<file path="config.mk">
export PLATFORM = sky130hd
export DESIGN_NAME = edac_ctl
export DESIGN_NICKNAME = d
export VERILOG_FILES = /design/src/core/edac_ctl_pkg.sv /design/src/core/edac_pins_if.sv /design/src/core/edac_pin_sync.sv /design/src/core/edac_ctl.sv
export SDC_FILE = /design/constraint.sdc
export NUM_CORES = 1
export LEC_CHECK = 0
export ABC_CLOCK_PERIOD_IN_PS = 1900
export BUFFER_PORTS_ARGS = -buffer_cell sky130_fd_sc_hd__buf_4
export CORE_ASPECT_RATIO = 1.25
export CORE_MARGIN = 3
export CORE_UTILIZATION = 40
export DETAILED_ROUTE_END_ITERATION = 7
export GPL_TIMING_DRIVEN = 0
export HOLD_SLACK_MARGIN = 0.12
export PLACE_DENSITY = 0.8
export SYNTH_ARGS = -nofsm -noshare
export SYNTH_HDL_FRONTEND = slang
export SYNTH_SLANG_ARGS = --single-unit
</file>
<file path="constraint.sdc">
create_clock -name ref_clk -period 1.9 [get_ports ref_clk]
set_input_delay 0.19 -clock ref_clk [delete_from_list [all_inputs] [get_ports ref_clk]]
set_output_delay 0.19 -clock ref_clk [all_outputs]
set_load 0.02 [all_outputs]
</file>
<file path="src/core/edac_ctl_pkg.sv">
/*
 * Constants for the controller that drives a clockless 32-bit EDAC chip.
 * Assumes a 100 MHz ref_clk; times are in ns and converted to cycles here.
 */
`default_nettype none
package edac_ctl_pkg;
  localparam int DATA_W = 32;
  localparam int CHECK_W = 7;
  localparam int CLK_NS = 10;
  // Check word valid after data is applied (longest time, so the wait covers it)
  localparam int CHECK_VALID_NS = 48;
  localparam int CHECK_VALID_CYC = (CHECK_VALID_NS + CLK_NS - 1) / CLK_NS;
  // Setup before the correct edge, hold after it, correction time
  localparam int SETUP_NS = 10;
  localparam int SETUP_CYC = (SETUP_NS + CLK_NS - 1) / CLK_NS;
  localparam int HOLD_NS = 15;
  localparam int HOLD_CYC = (HOLD_NS + CLK_NS - 1) / CLK_NS;
  localparam int CORRECT_NS = 58;
  localparam int CORRECT_CYC = (CORRECT_NS + CLK_NS - 1) / CLK_NS;
  localparam int CNT_W = 4;
  // Mode select encodings {high, low}
  localparam logic [1:0] MODE_WRITE = 2'h0;
  localparam logic [1:0] MODE_READ = 2'h2;
  localparam logic [1:0] MODE_CORRECT = 2'h3;
  typedef enum logic [2:0] {
    st_idle = 3'b000,
    st_wr_gen = 3'b001,
    st_rd_setup = 3'b010,
    st_rd_hold = 3'b011,
    st_rd_out = 3'b100
  } state_t;
endpackage
`default_nettype wire

</file>
<file path="src/core/edac_pins_if.sv">
/*
 * Pin bundle between the controller sequencer and its pin synchroniser.
 * Assumes both ends run on the same clock.
 */
`default_nettype none
interface edac_pins_if;
  logic [31:0] data_raw;
  logic [6:0] check_raw;
  logic single_raw_n;
  logic multi_raw_n;
  logic [31:0] data_sync;
  logic [6:0] check_sync;
  logic single_sync_n;
  logic multi_sync_n;
  modport sync (input data_raw, check_raw, single_raw_n, multi_raw_n,
                output data_sync, check_sync, single_sync_n, multi_sync_n);
  modport ctl (output data_raw, check_raw, single_raw_n, multi_raw_n,
               input data_sync, check_sync, single_sync_n, multi_sync_n);
endinterface
`default_nettype wire

</file>
<file path="src/core/edac_pin_sync.sv">
/*
 * Two-flop synchroniser for every pin the EDAC chip drives back.
 * Assumes pins are asynchronous to ref_clk.
 */
`default_nettype none
module edac_pin_sync (
  // Clock and reset
  input wire logic ref_clk,
  input wire logic rstn,
  // Pins
  edac_pins_if.sync pins
);
  logic [40:0] stage1;
  logic [40:0] stage2;
  always_ff @(posedge ref_clk) begin
    if (!rstn) begin
      stage1 <= {2'h3, 39'h0};
      stage2 <= {2'h3, 39'h0};
    end else begin
      stage1 <= {pins.single_raw_n, pins.multi_raw_n, pins.check_raw, pins.data_raw};
      stage2 <= stage1;
    end
  end
  assign pins.single_sync_n = stage2[40];
  assign pins.multi_sync_n = stage2[39];
  assign pins.check_sync = stage2[38:32];
  assign pins.data_sync = stage2[31:0];
endmodule
`default_nettype wire

</file>
<file path="src/core/edac_ctl.sv">
/*
 * Controller that sequences a clockless 32-bit EDAC chip through write and
 * read-flag-correct cycles from a simple request/answer port.
 * Assumes the chip is wired to the pin ports and that pins are asynchronous.
 */
`default_nettype none
// Contract
// - Controller selects write mode with both mode selects low.
// - In write, data drive enables high before data word applied.
// - In write, check drive enable low so chip outputs check word.
// - Controller runs correction on every read regardless of flags.
// - Read mode is low select low, high select high.
module edac_ctl
  import edac_ctl_pkg::*;
(
  // Clock and reset
  input wire logic ref_clk,
  input wire logic rstn,
  // User request
  input wire logic wr_req,
  input wire logic rd_req,
  input wire logic [DATA_W-1:0] wr_data,
  input wire logic [CHECK_W-1:0] rd_check,
  input wire logic [DATA_W-1:0] rd_word,
  output logic busy,
  // User answer
  output logic done,
  output logic [DATA_W-1:0] out_data,
  output logic [CHECK_W-1:0] out_check,
  output logic single_err,
  output logic multi_err,
  // Chip mode pins
  output logic mode_select_low,
  output logic mode_select_high,
  output logic word_drive_enable_n,
  output logic check_drive_enable_n,
  // Chip data bus
  input wire logic [DATA_W-1:0] data_in,
  output logic [DATA_W-1:0] data_out,
  output logic data_oe,
  // Chip check bus
  input wire logic [CHECK_W-1:0] check_in,
  output logic [CHECK_W-1:0] check_out,
  output logic check_oe,
  // Chip flags
  input wire logic single_fault_flag_n,
  input wire logic multi_fault_flag_n
);
  state_t state;
  state_t next_state;
  logic [CNT_W-1:0] count;
  logic [CNT_W-1:0] next_count;
  logic [1:0] mode;
  logic [1:0] next_mode;
  logic count_zero;
  logic take_wr;
  logic take_rd;

  edac_pins_if pins ();
  assign pins.data_raw = data_in;
  assign pins.check_raw = check_in;
  assign pins.single_raw_n = single_fault_flag_n;
  assign pins.multi_raw_n = multi_fault_flag_n;

  edac_pin_sync u_sync (
    .ref_clk(ref_clk),
    .rstn(rstn),
    .pins(pins)
  );

  function automatic logic [CNT_W-1:0] cyc(input int n);
    // Load value so the wait lasts n cycles, never under one
    cyc = (n < 1) ? CNT_W'(0) : CNT_W'(n - 1);
  endfunction

  // ************************************************
  // Sequencer
  // ************************************************
  assign count_zero = (count == '0);
  assign take_wr = (state == st_idle) && wr_req;
  assign take_rd = (state == st_idle) && rd_req && !wr_req;
  assign busy = (state != st_idle);
  assign mode_select_low = mode[0];
  assign mode_select_high = mode[1];

  always_comb begin
    next_state = state;
    next_count = count_zero ? count : count - CNT_W'(1);
    next_mode = mode;
    case (state)
      st_idle: begin
        if (take_wr) begin
          next_state = st_wr_gen;
          next_mode = MODE_WRITE;
          // Two extra cycles cover the flag/check synchroniser
          next_count = cyc(CHECK_VALID_CYC + 2);
        end else if (take_rd) begin
          next_state = st_rd_setup;
          next_mode = MODE_READ;
          next_count = cyc(SETUP_CYC + 2);
        end
      end
      st_wr_gen: begin
        if (count_zero) begin
          next_state = st_idle;
        end
      end
      st_rd_setup: begin
        if (count_zero) begin
          next_state = st_rd_hold;
          next_mode = MODE_CORRECT;
          next_count = cyc(HOLD_CYC);
        end
      end
      st_rd_hold: begin
        if (count_zero) begin
          next_state = st_rd_out;
          next_count = cyc(CORRECT_CYC + 2);
        end
      end
      st_rd_out: begin
        if (count_zero) begin
          next_state = st_idle;
          next_mode = MODE_READ;
        end
      end
      default: begin
        next_state = st_idle;
        next_mode = MODE_READ;
        next_count = '0;
      end
    endcase
  end

  always_ff @(posedge ref_clk) begin
    if (!rstn) begin
      state <= st_idle;
      count <= '0;
      mode <= MODE_READ;
    end else begin
      state <= next_state;
      count <= next_count;
      mode <= next_mode;
    end
  end

  // ************************************************
  // Pin drive
  // ************************************************
  always_ff @(posedge ref_clk) begin
    if (!rstn) begin
      data_out <= '0;
      data_oe <= 1'b0;
      check_out <= '0;
      check_oe <= 1'b0;
      word_drive_enable_n <= 1'b1;
      check_drive_enable_n <= 1'b1;
    end else begin
      // Chip word driver enabled in the same edge our data is released
      word_drive_enable_n <= !(next_state == st_rd_out);
      check_drive_enable_n <= !(next_state == st_wr_gen);
      data_oe <= (next_state == st_wr_gen) || (next_state == st_rd_setup)
        || (next_state == st_rd_hold);
      check_oe <= (next_state == st_rd_setup) || (next_state == st_rd_hold);
      if (take_wr) begin
        data_out <= wr_data;
      end else if (take_rd) begin
        data_out <= rd_word;
        check_out <= rd_check;
      end
    end
  end

  // ************************************************
  // Answer capture
  // ************************************************
  always_ff @(posedge ref_clk) begin
    if (!rstn) begin
      done <= 1'b0;
      out_data <= '0;
      out_check <= '0;
      single_err <= 1'b0;
      multi_err <= 1'b0;
    end else begin
      done <= 1'b0;
      if (state == st_wr_gen && count_zero) begin
        done <= 1'b1;
        out_check <= pins.check_sync;
      end
      // Flags sampled while still in read mode, before correction
      if (state == st_rd_setup && count_zero) begin
        single_err <= !pins.single_sync_n;
        multi_err <= !pins.multi_sync_n;
      end
      if (state == st_rd_out && count_zero) begin
        done <= 1'b1;
        out_data <= pins.data_sync;
      end
    end
  end

  // ************************************************
  // Checks
  // ************************************************
  write_mode_a: assert property (@(posedge ref_clk) disable iff (!rstn)
    state == st_wr_gen |-> mode == MODE_WRITE && data_oe && word_drive_enable_n)
    else $error("write mode pins wrong");
  write_oe_a: assert property (@(posedge ref_clk) disable iff (!rstn)
    state == st_wr_gen |-> word_drive_enable_n && !check_drive_enable_n)
    else $error("write enables wrong");
  check_bus_a: assert property (@(posedge ref_clk) disable iff (!rstn)
    !check_drive_enable_n |-> !check_oe)
    else $error("check bus contention");
  write_wait_a: assert property (@(posedge ref_clk) disable iff (!rstn)
    take_wr |=> (state == st_wr_gen) [*7])
    else $error("check wait too short");
  read_mode_a: assert property (@(posedge ref_clk) disable iff (!rstn)
    state == st_rd_setup |-> mode == MODE_READ && data_oe && check_oe)
    else $error("read mode pins wrong");
  correct_edge_a: assert property (@(posedge ref_clk) disable iff (!rstn)
    $rose(mode_select_low) |-> $past(mode) == MODE_READ && mode_select_high)
    else $error("correct edge not from read");
  always_correct_a: assert property (@(posedge ref_clk) disable iff (!rstn)
    take_rd |-> ##[1:8] mode == MODE_CORRECT)
    else $error("read without correction");
  bus_turn_a: assert property (@(posedge ref_clk) disable iff (!rstn)
    !word_drive_enable_n |-> !data_oe)
    else $error("data bus contention");
  cover_write_c: cover property (@(posedge ref_clk) disable iff (!rstn)
    take_wr ##[1:10] done);
  cover_read_c: cover property (@(posedge ref_clk) disable iff (!rstn)
    take_rd ##[1:20] done);
  cover_single_c: cover property (@(posedge ref_clk) disable iff (!rstn)
    $rose(single_err) && !multi_err);
endmodule
`default_nettype wire

</file>
==> impl_metrics.env <==
export IMPL_fillers=1243
export IMPL_path_clk_slew_ns=0.07
export IMPL_nets=1122
export IMPL_placedCellCount=1079
export IMPL_synthMuxAreaShare_pct=0.310
export IMPL_drtAntennaViolNets=0
export IMPL_hpwl_um=13300
export IMPL_multi_input_comb_area_um2=2620
export IMPL_drtIter0Drc=298
export IMPL_stdcell_count=1231
export IMPL_start_util_pct=41.2
export IMPL_critPathKind="reg -> reg"
export IMPL_clock_sinks=176
export IMPL_post_route_util_pct=63.8
export IMPL_fin_area_um2=10000
export IMPL_core_um2=15700
export IMPL_crit_required_ns=2.23
export IMPL_synth_common_cells="dfxtp_1, a21oi_1, and2_1"
export IMPL_grt_pass1_wl_um=32400
export IMPL_ys_ff_latch=176
export IMPL_dieArea_um2=17700
export IMPL_outcome="complete, no violations"
export IMPL_synth_top_family_by_area="compound AO/OA/AOI/OAI gates"
export IMPL_ys_warn_count=0
export IMPL_io_buffers=201
export IMPL_gp_congestion=0.896
export IMPL_grt_max_degree=17
export IMPL_relSlewSlack_pct=48.1
export IMPL_synth_edf_count=0
export IMPL_area_growth_pct=54.8
export IMPL_post_place_ws_ns=-0.339
export IMPL_synth_fa_ha_area_share_pct=0.387
export IMPL_cts_buffers_inserted=17
export IMPL_power_leakage_uw=0.00418
export IMPL_drive_gt1_share_pct=30.2
export IMPL_avgSynthCellArea_um2=9.71
export IMPL_viasPerCell=5.08
export IMPL_rsz0062_at_grt="false"
export IMPL_ir_worst_vdd_mv=0.560
export IMPL_cp_start_kind="flop"
export IMPL_finClkSkew_ns=0.00669
export IMPL_path_cells="buf_6, nor3_4, buf_4, clkbuf_1, a21oi_1, a311oi_2"
export IMPL_postLayoutSetupSlackWorst_ns=0.104
export IMPL_setup_viol=0
export IMPL_route_detailed_drc=0
export IMPL_track_usage_pct=23.0
export IMPL_htreeDepth=4
export IMPL_avgRoutedWirePerCell_um=16.8
export IMPL_ys_async_sr_fraction_pct=0
export IMPL_clk_path_buf_depth=2
export IMPL_routed_wl_um=20700
export IMPL_drv_slew=0
export IMPL_slowest_stage="clkbuf_1"
export IMPL_worstHoldStart="rstn"
export IMPL_worstPathMaxFanout=10
export IMPL_yosysSeqAreaShare_pct=54.5
export IMPL_rr_endpoint="data_out[14]"
export IMPL_postSynthCellCount=666
export IMPL_vias=6257
export IMPL_syn_area_um2=6470
export IMPL_r2r_start="state[0]"
export IMPL_synth_most_common_cell="dfxtp_1"
export IMPL_ys_flop_type="dfxtp_1"
export IMPL_hold_viol_final=0
export IMPL_drt_first_pass_iters=4
export IMPL_reg2reg_slack_ns=0.10
export IMPL_antenna_found_initial=2
export IMPL_tightest_slew_ns=0.779
export IMPL_clk_latency_ns=0.42
export IMPL_post_dp_cell_area_um2=8240
export IMPL_rows=51
export IMPL_synth_top_cell_by_area="dfxtp_1"
export IMPL_max_cap_viol_count=0
export IMPL_grt_pass1_vias=6403
export IMPL_cp_slowest_stage_delay_ns=0.41
export IMPL_worst_r2r_path_depth=6
export IMPL_period_share_pct=94.5
export IMPL_whs_ns=0.193
export IMPL_timing_fmax_mhz=557
export IMPL_crit_path_start="state[0]"
export IMPL_die_w_um=120
export IMPL_worstSetupEndpointType="flop"
export IMPL_grt_ovfl_total=0
export IMPL_yosys_area_share_xor_xnor_pct=0
export IMPL_synth_compound_area_share_pct=20.0
export IMPL_cts_root_buffer="clkbuf_16"
export IMPL_io_pins=204
export IMPL_die_h_um=148
export IMPL_hp_class="in -> reg"
export IMPL_seqCellArea_um2=3520
export IMPL_power_density_nw_per_um2=993
export IMPL_yosys_area_share_simple_pct=19.4
export IMPL_yosys_top_cells_area="dfxtp_1, and2_1, a311oi_2"
export IMPL_synthDistinctLibCells=49
export IMPL_cts_tree="built"
export IMPL_fin_crit_ns=1.80
export IMPL_arrival_ns=2.13
export IMPL_synth_nets=784
export IMPL_yosysTopAreaCellShare_pct=54.5
export IMPL_critPathCapture="data_out[14]"
-- repair_timing --
action / 4_1_cts / 5_1_grt
pin swaps: 0 / 1
hold buffers: 112 / 0
setup buffers: 2 / 4
endpoints found under the hold margin: 80 / 0
resized for setup: 5 / 14
setup endpoints to repair: 31 / 47
-- cell type report --
type | instances | share of cell area, %
diodes | 3 | 0.0750
plain buffers | 63 | 3.35
clock buffers | 18 | 4.29
clock inverters | 13 | 1.30
inverters | 7 | 0.287
multi-input cells | 420 | 26.1
flip-flops and latches | 176 | 35.2
well taps | 212 | 2.65
repair buffers | 319 | 26.7
-- critical path: cells and delay by family, from the launching register on --
family | cells | cell delay (ns)
compound gates | 2 | 0.50
buf+inv | 3 | 0.73
simple gates | 1 | 0.17
flops | 1 | 0.31
-- logic make-up after synthesis --
| group | count (synthesis) |
|---|---|
| buf+inv | 70 |
| compound gates | 186 |
| mux | 2 |
| flops | 176 |
| fa+ha+maj | 2 |
| simple gates | 230 |
-- metrics by stage --
step | total power [uW] | setup TNS, ns
final | 9940 | 0
after CTS | 9880 | -0.0246
after global routing | 10300 | 0
after global placement | 6290 | -1.09
after detailed placement | 6330 | -2.36
after floorplan | 5490 | 0
-- routing by layer --
layer,wire length [um],vias up,global-route usage [%]
met5,0,-,0
met4,1230,0,13.9
met3,821,87,4.68
met2,10600,214,40.3
met1,8070,2976,25.8
li1,-,2980,-
-- how the worst min path moves through the flow --
stage | endpoint | slack, ns | cells past startpoint
floorplan | u_sync.stage1[39] | 0.29 | 1
global placement | u_sync.stage1[40] | 0.37 | 2
detailed placement | u_sync.stage1[39] | 0.38 | 2
CTS | state[0] | 0.19 | 3
global route | state[0] | 0.20 | 3
finish | state[0] | 0.19 | 3
-- where the power goes --
part           internal [uW]  total, uW  switching [uW]
Clock                   1830       3320            1490
Combinational           1110       2520            1420
Sequential              3960       4100             136
Total                   6890       9940            3050
-- cells in the final DEF (no fill, tap or decap), types with 2 or more instances in the layout --
cell	n
o21a_1	2
and2_1	81
a22oi_1	2
a311oi_1	4
a311oi_2	29
buf_6	9
dfxtp_1	175
nand4_1	7
clkbuf_16	17
clkinv_4	3
nor3b_2	2
nor2_1	7
o21ai_0	48
clkbuf_1	31
diode_2	3
inv_1	6
o21bai_1	2
dlygate4sd3_1	112
nand3_1	39
nor2b_1	3
nand2_1	67
mux2i_1	2
nor3_1	4
a211oi_1	4
clkbuf_2	5
buf_2	17
clkinvlp_4	3
a21oi_1	84
inv_6	4
buf_4	208
nand2b_1	8
a21o_1	2
-- sequential cells by signal (all words and copies together), names as in the netlist --
name                  flops
out_data                 32
u_sync.stage1            41
check_out                 7
mode                      2
u_sync.stage2            41
data_oe                   1
check_oe                  1
out_check                 7
count                     4
multi_err                 1
check_drive_enable_n      1
state                     3
done                      1
word_drive_enable_n       1
single_err                1
data_out                 32
No activity file was read; power rests on OpenSTA's default activity.
